## src/mch_consts.vh

```
`ifndef MCH_CONSTS_VH
`define MCH_CONSTS_VH
// Summary of operation
// - Remote config response goes back only when the request frame identifier is non-zero.
// - No remote response frame is produced when the destination was unreachable.
// - Received remote response becomes a host frame with status and queried value.
// - Remote writes take effect only via apply bit, apply command, or save then reset.
// - With API setting zero, destination high and low settings give the unicast target.
// - Aggregate parameter 0xFFFE matches no node, so no destination changes.
// - A receiver in API operation that updated its destination emits frame type 0x8E.
// - Every aggregate receiver installs a route toward the sender for later unicasts.
// - Link test request payload is 12 bytes: target, packet size, iteration count.
// - Iteration count must be 1 to 4000; otherwise it is an invalid parameter.
// - After all test packets the tester sends results to cluster 0x0094, endpoint 0xE6.
// - A received link test result goes to the host as frame type 0x91.
// - Result payload: address, size, iterations, acked, retries, result, limit, three levels.
// - Retry field totals MAC retries spent on all test packets.
// - Result code is 0x00 on success and 0x03 for an invalid parameter.
// - Retry limit field reports the maximum MAC retries allowed per packet.
// - Signal fields hold strongest, weakest and average signal seen during the test.
// - Broadcast destination is high 0 and low 0xFFFF.
// - Radio payload is at most 256 bytes, bounding the test packet size.
`define MCH_FID_NONE 8'h00
`define MCH_ST_OK 8'h00
`define MCH_ST_BAD_CMD 8'h02
`define MCH_FT_REMOTE_RSP 8'h80
`define MCH_FT_AGG_UPDATE 8'h8E
`define MCH_FT_EXPLICIT_RX 8'h91
`define MCH_CL_LT_REQ 16'h0014
`define MCH_CL_LT_RES 16'h0094
`define MCH_EP_DIAG 8'hE6
`define MCH_LT_REQ_BYTES 4'hC
`define MCH_LT_RES_BYTES 21
`define MCH_ITER_MIN 16'h0001
`define MCH_ITER_MAX 16'h0FA0
`define MCH_SIZE_MIN 16'h0001
`define MCH_SIZE_MAX 16'h0100
`define MCH_RES_OK 8'h00
`define MCH_RES_BAD_PARAM 8'h03
`define MCH_AGG_NO_MATCH 64'h000000000000FFFE
`define MCH_BCAST_ADDR 64'h000000000000FFFF
`define MCH_DH_RST 32'h00000000
`define MCH_DL_RST 32'h0000FFFF
`define MCH_API_RST 8'h00
`define MCH_CMD_SET_DH 3'h1
`define MCH_CMD_SET_DL 3'h2
`define MCH_CMD_SET_API 3'h3
`define MCH_CMD_APPLY 3'h4
`define MCH_CMD_WRITE_NV 3'h5
`define MCH_CMD_SW_RESET 3'h6
`define MCH_REQ_DEST 95:32
`define MCH_REQ_SIZE 31:16
`define MCH_REQ_ITER 15:0
`define MCH_RSSI_INIT_PEAK 8'hFF
`define MCH_RSSI_INIT_LOW 8'h00
`endif

```

## src/mch_serializer.v

```verilog
// Shifts a loaded payload out one byte at a time, most significant byte first
module mch_serializer #(
  parameter NBYTES = 21
) (
  // Clock and reset
  input wire clk_i,
  input wire rst_i,
  // Payload load
  input wire load_i,
  input wire [8*NBYTES-1:0] data_i,
  // Byte stream out
  input wire ready_i,
  output reg valid_o,
  output wire [7:0] byte_o,
  output reg last_o
);
  localparam [7:0] LAST_IDX = NBYTES - 1;
  reg [8*NBYTES-1:0] shift_reg;
  reg [7:0] cnt_reg;

  assign byte_o = shift_reg[8*NBYTES-1 -: 8];

  // Load is ignored while a payload is still draining
  always @(posedge clk_i) begin
    if (rst_i) begin
      shift_reg <= {8*NBYTES{1'b0}};
      cnt_reg <= 8'h00;
      valid_o <= 1'b0;
      last_o <= 1'b0;
    end else if (load_i && !valid_o) begin
      shift_reg <= data_i;
      cnt_reg <= LAST_IDX;
      valid_o <= 1'b1;
      last_o <= (LAST_IDX == 8'h00);
    end else if (valid_o && ready_i) begin
      if (cnt_reg == 8'h00) begin
        valid_o <= 1'b0;
        last_o <= 1'b0;
      end else begin
        shift_reg <= shift_reg << 8;
        cnt_reg <= cnt_reg - 8'h01;
        last_o <= (cnt_reg == 8'h01);
      end
    end
  end
endmodule // mch_serializer

```

## src/mch_divider.v

```verilog
// Restoring divider, one quotient bit per cycle
module mch_divider #(
  parameter NW = 24,
  parameter DW = 16
) (
  // Clock and reset
  input wire clk_i,
  input wire rst_i,
  // Operands
  input wire start_i,
  input wire [NW-1:0] num_i,
  input wire [DW-1:0] den_i,
  // Result
  output reg done_o,
  output reg [NW-1:0] quo_o
);
  localparam [5:0] STEPS = NW;
  reg [DW:0] rem_reg;
  reg [DW-1:0] den_reg;
  reg [5:0] cnt_reg;
  wire [DW:0] trial = {rem_reg[DW-1:0], quo_o[NW-1]};
  wire [DW:0] diff = trial - {1'b0, den_reg};

  // Sign bit of the trial difference decides each quotient bit
  always @(posedge clk_i) begin
    if (rst_i) begin
      rem_reg <= {(DW+1){1'b0}};
      den_reg <= {DW{1'b0}};
      cnt_reg <= 6'h00;
      quo_o <= {NW{1'b0}};
      done_o <= 1'b0;
    end else begin
      done_o <= 1'b0;
      if (start_i && cnt_reg == 6'h00) begin
        rem_reg <= {(DW+1){1'b0}};
        den_reg <= den_i;
        quo_o <= num_i;
        cnt_reg <= STEPS;
      end else if (cnt_reg != 6'h00) begin
        rem_reg <= diff[DW] ? trial : diff;
        quo_o <= {quo_o[NW-2:0], ~diff[DW]};
        cnt_reg <= cnt_reg - 6'h01;
        done_o <= (cnt_reg == 6'h01);
      end
    end
  end
endmodule // mch_divider

```

## src/mch_handler.v

```verilog
`include "mch_consts.vh"

// Commissioning frame handler: remote settings, aggregate routes and link tests
module mch_handler (
  // Clock and reset
  input wire clk_i,
  input wire rst_i,
  // Remote configuration request from the radio
  input wire rcr_valid_i,
  input wire [7:0] rcr_frame_id_i,
  input wire [63:0] rcr_src_i,
  input wire rcr_apply_i,
  input wire [2:0] rcr_cmd_i,
  input wire rcr_has_param_i,
  input wire [31:0] rcr_param_i,
  // Remote configuration response to the radio
  output reg rsp_tx_valid_o,
  output reg [63:0] rsp_tx_dest_o,
  output reg [7:0] rsp_tx_frame_id_o,
  output reg [7:0] rsp_tx_status_o,
  output reg [31:0] rsp_tx_value_o,
  // Remote response arriving for our own request
  input wire rrsp_valid_i,
  input wire rrsp_unreachable_i,
  input wire [7:0] rrsp_frame_id_i,
  input wire [7:0] rrsp_status_i,
  input wire [31:0] rrsp_value_i,
  // Frames to the host serial port
  output reg host_valid_o,
  output reg [7:0] host_type_o,
  output reg [7:0] host_frame_id_o,
  output reg [7:0] host_status_o,
  output reg [63:0] host_value_o,
  // Aggregate route command from the host
  input wire agg_cmd_valid_i,
  input wire [63:0] agg_cmd_param_i,
  // Aggregate broadcast to the radio
  output reg agg_tx_valid_o,
  output reg [63:0] agg_tx_dest_o,
  output reg [63:0] agg_tx_param_o,
  // Aggregate broadcast from the radio
  input wire agg_rx_valid_i,
  input wire [63:0] agg_rx_src_i,
  input wire [63:0] agg_rx_param_i,
  // Routing table write
  output reg route_wr_o,
  output reg [63:0] route_dest_o,
  // Active settings
  output reg [31:0] dest_addr_high_o,
  output reg [31:0] dest_addr_low_o,
  output reg [7:0] api_operation_setting_o,
  output reg ucast_target_valid_o,
  output reg [63:0] ucast_target_o,
  // Link test request bytes from the radio
  input wire ltq_valid_i,
  input wire [7:0] ltq_byte_i,
  input wire ltq_last_i,
  input wire [63:0] ltq_src_i,
  input wire [15:0] ltq_cluster_i,
  input wire [7:0] ltq_endpoint_i,
  // Test packet engine
  output reg tp_send_o,
  output reg [63:0] tp_dest_o,
  output reg [15:0] tp_size_o,
  input wire tp_done_i,
  input wire tp_acked_i,
  input wire [7:0] tp_retries_i,
  input wire [7:0] tp_rssi_i,
  input wire [7:0] mac_retry_limit_i,
  // Link test result bytes to the radio
  input wire res_ready_i,
  output wire res_valid_o,
  output wire [7:0] res_byte_o,
  output wire res_last_o,
  output reg [63:0] res_dest_o,
  output reg [15:0] res_cluster_o,
  output reg [7:0] res_endpoint_o,
  // Link test result arriving from the radio
  input wire ltr_valid_i,
  input wire [63:0] ltr_src_i,
  input wire [15:0] ltr_cluster_i,
  input wire [7:0] ltr_endpoint_i,
  // Status
  output reg busy_o
);
  localparam [5:0] S_IDLE = 6'b000001;
  localparam [5:0] S_SEND = 6'b000010;
  localparam [5:0] S_WAIT = 6'b000100;
  localparam [5:0] S_DIV = 6'b001000;
  localparam [5:0] S_LOAD = 6'b010000;
  localparam [5:0] S_OUT = 6'b100000;

  // Pending, saved and active settings
  reg [31:0] p_dh_reg, p_dl_reg, nv_dh_reg, nv_dl_reg;
  reg [7:0] p_api_reg, nv_api_reg;
  reg [31:0] p_dh_next, p_dl_next, a_dh_next, a_dl_next, nv_dh_next, nv_dl_next;
  reg [7:0] p_api_next, a_api_next, nv_api_next, st_next;
  reg [31:0] val_next;
  reg apply_now;

  // Link test state
  reg [5:0] state_reg;
  reg [95:0] req_reg;
  reg [3:0] nbytes_reg;
  reg [63:0] lt_dest_reg;
  reg [15:0] lt_size_reg, lt_iter_reg, sent_reg, succ_reg, retry_reg;
  reg [7:0] result_reg, peak_reg, low_reg, mean_reg;
  reg [23:0] rssi_sum_reg;
  reg div_go_reg, ser_load_reg;
  wire div_done;
  wire [23:0] div_quo;

  wire [63:0] dest_now = {dest_addr_high_o, dest_addr_low_o};
  // Reserved no-match value is excluded even if a node holds it
  wire agg_hit = agg_rx_valid_i && agg_rx_param_i == dest_now
                 && agg_rx_param_i != `MCH_AGG_NO_MATCH;
  wire [95:0] req_full = {req_reg[87:0], ltq_byte_i};
  wire ltq_hit = ltq_valid_i && ltq_last_i && state_reg == S_IDLE
                 && ltq_cluster_i == `MCH_CL_LT_REQ && ltq_endpoint_i == `MCH_EP_DIAG;
  wire ltq_len_ok = (nbytes_reg + 4'h1) == `MCH_LT_REQ_BYTES;
  wire iter_ok = req_full[`MCH_REQ_ITER] >= `MCH_ITER_MIN
                 && req_full[`MCH_REQ_ITER] <= `MCH_ITER_MAX;
  wire size_ok = req_full[`MCH_REQ_SIZE] >= `MCH_SIZE_MIN
                 && req_full[`MCH_REQ_SIZE] <= `MCH_SIZE_MAX;
  wire [15:0] sent_next = sent_reg + 16'h0001;
  wire [16:0] retry_sum = {1'b0, retry_reg} + {9'h000, tp_retries_i};

  // Remote setting writes land in the pending copy; active copy moves only on apply, software reset or an aggregate match
  always @* begin
    p_dh_next = p_dh_reg;
    p_dl_next = p_dl_reg;
    p_api_next = p_api_reg;
    a_dh_next = dest_addr_high_o;
    a_dl_next = dest_addr_low_o;
    a_api_next = api_operation_setting_o;
    nv_dh_next = nv_dh_reg;
    nv_dl_next = nv_dl_reg;
    nv_api_next = nv_api_reg;
    st_next = `MCH_ST_OK;
    val_next = 32'h00000000;
    apply_now = 1'b0;
    if (rcr_valid_i) begin
      case (rcr_cmd_i)
        `MCH_CMD_SET_DH: begin
          if (rcr_has_param_i) p_dh_next = rcr_param_i;
          val_next = dest_addr_high_o;
        end
        `MCH_CMD_SET_DL: begin
          if (rcr_has_param_i) p_dl_next = rcr_param_i;
          val_next = dest_addr_low_o;
        end
        `MCH_CMD_SET_API: begin
          if (rcr_has_param_i) p_api_next = rcr_param_i[7:0];
          val_next = {24'h000000, api_operation_setting_o};
        end
        `MCH_CMD_APPLY: apply_now = 1'b1;
        `MCH_CMD_WRITE_NV: begin
          nv_dh_next = p_dh_reg;
          nv_dl_next = p_dl_reg;
          nv_api_next = p_api_reg;
        end
        `MCH_CMD_SW_RESET: begin
          // Unsaved pending changes are lost across a reset
          a_dh_next = nv_dh_reg;
          a_dl_next = nv_dl_reg;
          a_api_next = nv_api_reg;
          p_dh_next = nv_dh_reg;
          p_dl_next = nv_dl_reg;
          p_api_next = nv_api_reg;
        end
        default: st_next = `MCH_ST_BAD_CMD;
      endcase
      if (rcr_apply_i && st_next == `MCH_ST_OK) apply_now = 1'b1;
      if (apply_now) begin
        a_dh_next = p_dh_next;
        a_dl_next = p_dl_next;
        a_api_next = p_api_next;
      end
    end
    // An aggregate match overrides the pending and active copies of the destination, not the saved one
    if (agg_hit) begin
      a_dh_next = agg_rx_src_i[63:32];
      a_dl_next = agg_rx_src_i[31:0];
      p_dh_next = agg_rx_src_i[63:32];
      p_dl_next = agg_rx_src_i[31:0];
    end
  end

  // Settings registers and remote response transmission
  always @(posedge clk_i) begin
    if (rst_i) begin
      p_dh_reg <= `MCH_DH_RST;
      p_dl_reg <= `MCH_DL_RST;
      p_api_reg <= `MCH_API_RST;
      nv_dh_reg <= `MCH_DH_RST;
      nv_dl_reg <= `MCH_DL_RST;
      nv_api_reg <= `MCH_API_RST;
      dest_addr_high_o <= `MCH_DH_RST;
      dest_addr_low_o <= `MCH_DL_RST;
      api_operation_setting_o <= `MCH_API_RST;
      rsp_tx_valid_o <= 1'b0;
      rsp_tx_dest_o <= 64'h0000000000000000;
      rsp_tx_frame_id_o <= 8'h00;
      rsp_tx_status_o <= 8'h00;
      rsp_tx_value_o <= 32'h00000000;
      ucast_target_valid_o <= 1'b0;
      ucast_target_o <= 64'h0000000000000000;
    end else begin
      p_dh_reg <= p_dh_next;
      p_dl_reg <= p_dl_next;
      p_api_reg <= p_api_next;
      nv_dh_reg <= nv_dh_next;
      nv_dl_reg <= nv_dl_next;
      nv_api_reg <= nv_api_next;
      dest_addr_high_o <= a_dh_next;
      dest_addr_low_o <= a_dl_next;
      api_operation_setting_o <= a_api_next;
      rsp_tx_valid_o <= rcr_valid_i && rcr_frame_id_i != `MCH_FID_NONE;
      if (rcr_valid_i) begin
        rsp_tx_dest_o <= rcr_src_i;
        rsp_tx_frame_id_o <= rcr_frame_id_i;
        rsp_tx_status_o <= st_next;
        rsp_tx_value_o <= val_next;
      end
      // Transparent operation unicasts to the active destination
      ucast_target_valid_o <= a_api_next == `MCH_API_RST;
      ucast_target_o <= {a_dh_next, a_dl_next};
    end
  end

  // Aggregate broadcast out, route install and host frames
  always @(posedge clk_i) begin
    if (rst_i) begin
      agg_tx_valid_o <= 1'b0;
      agg_tx_dest_o <= `MCH_BCAST_ADDR;
      agg_tx_param_o <= 64'h0000000000000000;
      route_wr_o <= 1'b0;
      route_dest_o <= 64'h0000000000000000;
      host_valid_o <= 1'b0;
      host_type_o <= 8'h00;
      host_frame_id_o <= 8'h00;
      host_status_o <= 8'h00;
      host_value_o <= 64'h0000000000000000;
    end else begin
      agg_tx_valid_o <= agg_cmd_valid_i;
      agg_tx_dest_o <= `MCH_BCAST_ADDR;
      if (agg_cmd_valid_i) agg_tx_param_o <= agg_cmd_param_i;
      // Route toward the sender is installed whether or not the address matched
      route_wr_o <= agg_rx_valid_i;
      if (agg_rx_valid_i) route_dest_o <= agg_rx_src_i;
      // One host frame per cycle; lower priority events in the same cycle are dropped
      host_valid_o <= 1'b0;
      if (rrsp_valid_i && !rrsp_unreachable_i) begin
        host_valid_o <= 1'b1;
        host_type_o <= `MCH_FT_REMOTE_RSP;
        host_frame_id_o <= rrsp_frame_id_i;
        host_status_o <= rrsp_status_i;
        host_value_o <= {32'h00000000, rrsp_value_i};
      end else if (agg_hit && api_operation_setting_o != `MCH_API_RST) begin
        host_valid_o <= 1'b1;
        host_type_o <= `MCH_FT_AGG_UPDATE;
        host_frame_id_o <= 8'h00;
        host_status_o <= `MCH_ST_OK;
        host_value_o <= agg_rx_src_i;
      end else if (ltr_valid_i && ltr_cluster_i == `MCH_CL_LT_RES && ltr_endpoint_i == `MCH_EP_DIAG) begin
        host_valid_o <= 1'b1;
        host_type_o <= `MCH_FT_EXPLICIT_RX;
        host_frame_id_o <= 8'h00;
        host_status_o <= `MCH_ST_OK;
        host_value_o <= ltr_src_i;
      end
    end
  end

  // Link test sequencer: collect request, send packets, average, report
  always @(posedge clk_i) begin
    if (rst_i) begin
      state_reg <= S_IDLE;
      req_reg <= 96'h0;
      nbytes_reg <= 4'h0;
      lt_dest_reg <= 64'h0000000000000000;
      lt_size_reg <= 16'h0000;
      lt_iter_reg <= 16'h0000;
      sent_reg <= 16'h0000;
      succ_reg <= 16'h0000;
      retry_reg <= 16'h0000;
      result_reg <= `MCH_RES_OK;
      peak_reg <= `MCH_RSSI_INIT_PEAK;
      low_reg <= `MCH_RSSI_INIT_LOW;
      mean_reg <= 8'h00;
      rssi_sum_reg <= 24'h000000;
      div_go_reg <= 1'b0;
      ser_load_reg <= 1'b0;
      tp_send_o <= 1'b0;
      tp_dest_o <= 64'h0000000000000000;
      tp_size_o <= 16'h0000;
      res_dest_o <= 64'h0000000000000000;
      res_cluster_o <= `MCH_CL_LT_RES;
      res_endpoint_o <= `MCH_EP_DIAG;
      busy_o <= 1'b0;
    end else begin
      tp_send_o <= 1'b0;
      div_go_reg <= 1'b0;
      ser_load_reg <= 1'b0;
      case (state_reg)
        S_IDLE: begin
          if (ltq_valid_i) begin
            req_reg <= req_full;
            nbytes_reg <= ltq_last_i ? 4'h0 : nbytes_reg + 4'h1;
          end
          if (ltq_hit && ltq_len_ok) begin
            lt_dest_reg <= req_full[`MCH_REQ_DEST];
            lt_size_reg <= req_full[`MCH_REQ_SIZE];
            lt_iter_reg <= req_full[`MCH_REQ_ITER];
            res_dest_o <= ltq_src_i;
            sent_reg <= 16'h0000;
            succ_reg <= 16'h0000;
            retry_reg <= 16'h0000;
            rssi_sum_reg <= 24'h000000;
            peak_reg <= `MCH_RSSI_INIT_PEAK;
            low_reg <= `MCH_RSSI_INIT_LOW;
            mean_reg <= 8'h00;
            busy_o <= 1'b1;
            if (iter_ok && size_ok) begin
              result_reg <= `MCH_RES_OK;
              state_reg <= S_SEND;
            end else begin
              // Bad request is reported at once, with no packets sent
              result_reg <= `MCH_RES_BAD_PARAM;
              ser_load_reg <= 1'b1;
              state_reg <= S_LOAD;
            end
          end
        end
        S_SEND: begin
          tp_send_o <= 1'b1;
          tp_dest_o <= lt_dest_reg;
          tp_size_o <= lt_size_reg;
          state_reg <= S_WAIT;
        end
        S_WAIT: begin
          if (tp_done_i) begin
            sent_reg <= sent_next;
            // Saturate rather than wrap on very lossy links
            retry_reg <= retry_sum[16] ? 16'hFFFF : retry_sum[15:0];
            if (tp_acked_i) begin
              succ_reg <= succ_reg + 16'h0001;
              rssi_sum_reg <= rssi_sum_reg + {16'h0000, tp_rssi_i};
              // Levels are magnitudes: a smaller byte is a stronger signal
              if (tp_rssi_i < peak_reg) peak_reg <= tp_rssi_i;
              if (tp_rssi_i > low_reg) low_reg <= tp_rssi_i;
            end
            if (sent_next == lt_iter_reg) begin
              div_go_reg <= 1'b1;
              state_reg <= S_DIV;
            end else begin
              state_reg <= S_SEND;
            end
          end
        end
        S_DIV: begin
          if (succ_reg == 16'h0000) begin
            ser_load_reg <= 1'b1;
            state_reg <= S_LOAD;
          end else if (div_done) begin
            mean_reg <= div_quo[7:0];
            ser_load_reg <= 1'b1;
            state_reg <= S_LOAD;
          end
        end
        S_LOAD: state_reg <= S_OUT;
        S_OUT: begin
          if (res_valid_o && res_ready_i && res_last_o) begin
            busy_o <= 1'b0;
            state_reg <= S_IDLE;
          end
        end
        default: state_reg <= S_IDLE;
      endcase
    end
  end

  // Average signal over acknowledged packets
  mch_divider #(
    .NW(24),
    .DW(16)
  ) u_div (
    .clk_i(clk_i),
    .rst_i(rst_i),
    .start_i(div_go_reg),
    .num_i(rssi_sum_reg),
    .den_i(succ_reg),
    .done_o(div_done),
    .quo_o(div_quo)
  );

  // Result payload, sent most significant byte first
  mch_serializer #(
    .NBYTES(`MCH_LT_RES_BYTES)
  ) u_ser (
    .clk_i(clk_i),
    .rst_i(rst_i),
    .load_i(ser_load_reg),
    .data_i({lt_dest_reg, lt_size_reg, lt_iter_reg, succ_reg, retry_reg,
             result_reg, mac_retry_limit_i, peak_reg, low_reg, mean_reg}),
    .ready_i(res_ready_i),
    .valid_o(res_valid_o),
    .byte_o(res_byte_o),
    .last_o(res_last_o)
  );
endmodule // mch_handler

```

## config.mk

```make
export PLATFORM = sky130hd
export DESIGN_NAME = mch_handler
export DESIGN_NICKNAME = d
export VERILOG_FILES = /design/src/mch_serializer.v /design/src/mch_divider.v /design/src/mch_handler.v
export VERILOG_INCLUDE_DIRS = /design/src
export SDC_FILE = /design/constraint.sdc
export NUM_CORES = 2
export LEC_CHECK = 0
export ABC_AREA = 1
export BUFFER_PORTS_ARGS = -buffer_cell sky130_fd_sc_hd__buf_2
export CORE_AREA = 2 2 507 509
export DETAILED_ROUTE_END_ITERATION = 16
export DIE_AREA = 0 0 509 511
export GPL_ROUTABILITY_DRIVEN = 0
export PLACE_DENSITY_LB_ADDON = 0.25
export SYNTH_ARGS = -nofsm -noshare
export SYNTH_HDL_FRONTEND = slang
export SYNTH_SLANG_ARGS = --single-unit
```

## constraint.sdc

```tcl
create_clock -name clk_i -period 6.9 [get_ports clk_i]
set_input_delay 0.69 -clock clk_i [delete_from_list [all_inputs] [get_ports clk_i]]
set_output_delay 0.69 -clock clk_i [all_outputs]
set_load 0.02 [all_outputs]
```

==> metrics.md <==
| Metric | Value |
|---|---|
| Io pins | `1283` |
| Critical path type | `reg -> reg` |
| Max-slew headroom | `0.1215` |
| CORE AREA | `255300 µm²` |
| Min-delay worst type | `in -> reg` |
| Die Y | `511 µm` |
| Seq/Total Area, Yosys | `0.4251` |
| PD cells | `298.4 nW/µm²` |
| CTS tree | `yes` |
| Tot GR Track Use | `0.2360` |
| Grt ovf | `0` |
| Clock skew | `0.06357 ns` |
| Inserted Clock Buffers | `153` |
| Commonest cells after routing, fill and taps aside | `nand2_1 (1569), nor2_1 (1309), dfxtp_1 (1233)` |
| Cts hold-fix bufs | `1` |
| Syn_area_per_cell | `6.857 µm²` |
| Area after DPL | `66040 µm²` |
| Outcome | `finished, final reports clean` |
| Vias | `62380` |
| Max FFs per register | `168` |
| Setup TNS | `0 ns` |
| Core Util, Final | `0.2809` |
| Vias in the first global route | `57840` |
| CP endpoint kind | `register` |
| IO buf count | `1185` |
| Initial DRC Count | `6205` |
| Nets | `9930` |
| Post-layout min period | `4.104 ns` |
| Crit start category | `register` |
| Endpoints failing setup | `0` |
| CP Max Fanout | `52` |
| Worst skew pair latency | `0.83 ns` |
| Global-route wire length before repair | `442400 µm` |
| Root buf cell | `clkbuf_16` |
| Worst-path clk slew | `0.06 ns` |
| H-tree level count | `4` |
| Die ar. | `260100 µm²` |
| Routed Wire Length | `316700 µm` |
| Setup bufs post-CTS | `0` |
| Leak | `32.71 nW` |
| Worst VDD drop | `0.2306 mV` |
| Final period util | `0.5948` |
| Worst EP required | `7.58 ns` |
| Detailed Routing Iterations Pass 1 | `8` |
| Yosys Warn Count | `0` |
| Yosys cell types | `56` |
| RSZ-0062 raised after global routing | `false` |
| CTS resizes | `0` |
| Wire per inst | `24.62 µm` |
| Cell row count | `186` |
| Max Fclk | `243.7 MHz` |
| Slack of the critical path | `2.796 ns` |
| Fin. Hold Viols | `0` |
| Slew @ Worst Pin | `1.318 ns` |
| MaxCap Viol Count | `0` |
| Largest net degree at the start of global routing | `204` |
| Post-synth EDFFs | `0` |
| Starting density of the core | `0.2274` |
| Die W | `509 µm` |
| Prevailing post-synth register cell | `dfxtp_1` |
| Clock buffer depth | `3` |
| Layout cells sized above 1 | `0.1687` |
| Filler cell count | `28270` |
| Arr. time, crit path | `4.78 ns` |
| Initial antenna violation count | `104` |
| DR DRC count | `0` |
| Via/cell ratio | `4.849` |
| DP Worst Slack | `2.733 ns` |
| Fin. max-slew vios | `0` |
| Fin area | `71700 µm²` |
| Layout area overhead | `23.48%` |
| Mapped Area | `58070 µm²` |
| Post-Syn Instances | `8468` |
| Clock sink count | `1233` |
| FF+latch count, synth | `1233` |
| HPWL Detailed | `235600 µm` |
| Routed Antenna Nets | `0` |
| Most common cell after layout, fill and taps aside | `nand2_1` |
| Async set-reset flop share out of synthesis | `0` |
[Yosys cell counts (all sizes together), types with 19 or more instances]
library cell | n | share of area
o211ai | 32 | 0.0041
nand2 | 1574 | 0.10
dfxtp | 1233 | 0.43
a22oi | 24 | 0.0031
a31oi | 20 | 0.0022
o21ai | 868 | 0.075
clkbuf | 375 | 0.024
nor3 | 162 | 0.014
nor2 | 1334 | 0.087
inv | 813 | 0.053
ha | 55 | 0.012
nand3 | 493 | 0.043
xnor2 | 22 | 0.0033
buf | 313 | 0.034
xor2 | 34 | 0.0051
nor4 | 19 | 0.0028
a21oi | 658 | 0.057
o22ai | 46 | 0.0050
a211oi | 116 | 0.015
nand4 | 124 | 0.013
nand3b | 39 | 0.0050
[logic make-up after synthesis]
family	synth area share
and+or+nand+nor	0.2697
AOI/OAI and AO/OA	0.1724
buffers and inverters	0.1110
DFF	0.4251
adders and majority gates	0.01289
xor gates and xnor gates	0.008834
other	0.0001293
[final timing paths]
check | from | cells after the start | endpoint | slack [ns]
min | agg_cmd_param_i[10] | 3 | agg_tx_param_o[10] | 0.09
min reg2reg | p_api_reg[0] | 2 | nv_api_reg[0] | 0.43
max reg2reg | dest_addr_high_o[3] | 13 | p_dl_reg[10] | 2.80
max | dest_addr_high_o[3] | 13 | p_dl_reg[10] | 2.80
[power breakdown]
part	leakage, nW	switching, W	internal [W]
Sequential	10.0	0.000472	0.00778
Combinational	20.0	0.00320	0.00129
Clock	2.62	0.00360	0.00505
Total	32.7	0.00727	0.0141
[layer usage]
layer,track usage,vias up,wire (µm)
met5,0,-,136
met4,0.1800,20,27370
met3,0.08128,787,30530
met2,0.3710,3100,143100
met1,0.2610,29330,115600
li1,-,29140,-
[worst max-delay path, cell delays in order (launching register included)]
cell and delay, ns:
dfxtp_1 0.95, inv_1 0.09, nand2_1 0.11, nand2_1 0.08, nor2_1 0.14, nand3_1 0.14, a21oi_1 0.35, nand3_4 0.33
buf_4 0.43, nand2_1 0.16, buf_4 0.37, inv_1 0.43, nand2_1 0.20, nand4_1 0.10
[metrics by stage]
| step | hold slack (ns) | power (W) | std cells |
|---|---|---|---|
| 2_1_floorplan | 0.4292 | 0.01122 | 8563 |
| 3_3_place_gp | 0.4394 | 0.01279 | 12530 |
| 3_5_place_dp | 0.4427 | 0.01284 | 12530 |
| 4_1_cts | 0.009483 | 0.02162 | 12810 |
| 5_1_grt | 0.05036 | 0.02250 | 12830 |
| 6_report | 0.09089 | 0.02139 | 12860 |
[layout make-up]
class | count | area, µm² | area share
Clock inverter | 59 | 1020 | 0.01422
Clock buffer | 221 | 4424 | 0.06170
Inverter | 817 | 3087 | 0.04305
Antenna cell | 52 | 130.1 | 0.001815
Tap cell | 3384 | 4234 | 0.05905
Multi-Input combinational cell | 5825 | 27410 | 0.3822
Sequential cell | 1233 | 24680 | 0.3442
Timing Repair Buffer | 1272 | 6718 | 0.09369
Note: power is estimated with default switching activity, not from simulation.
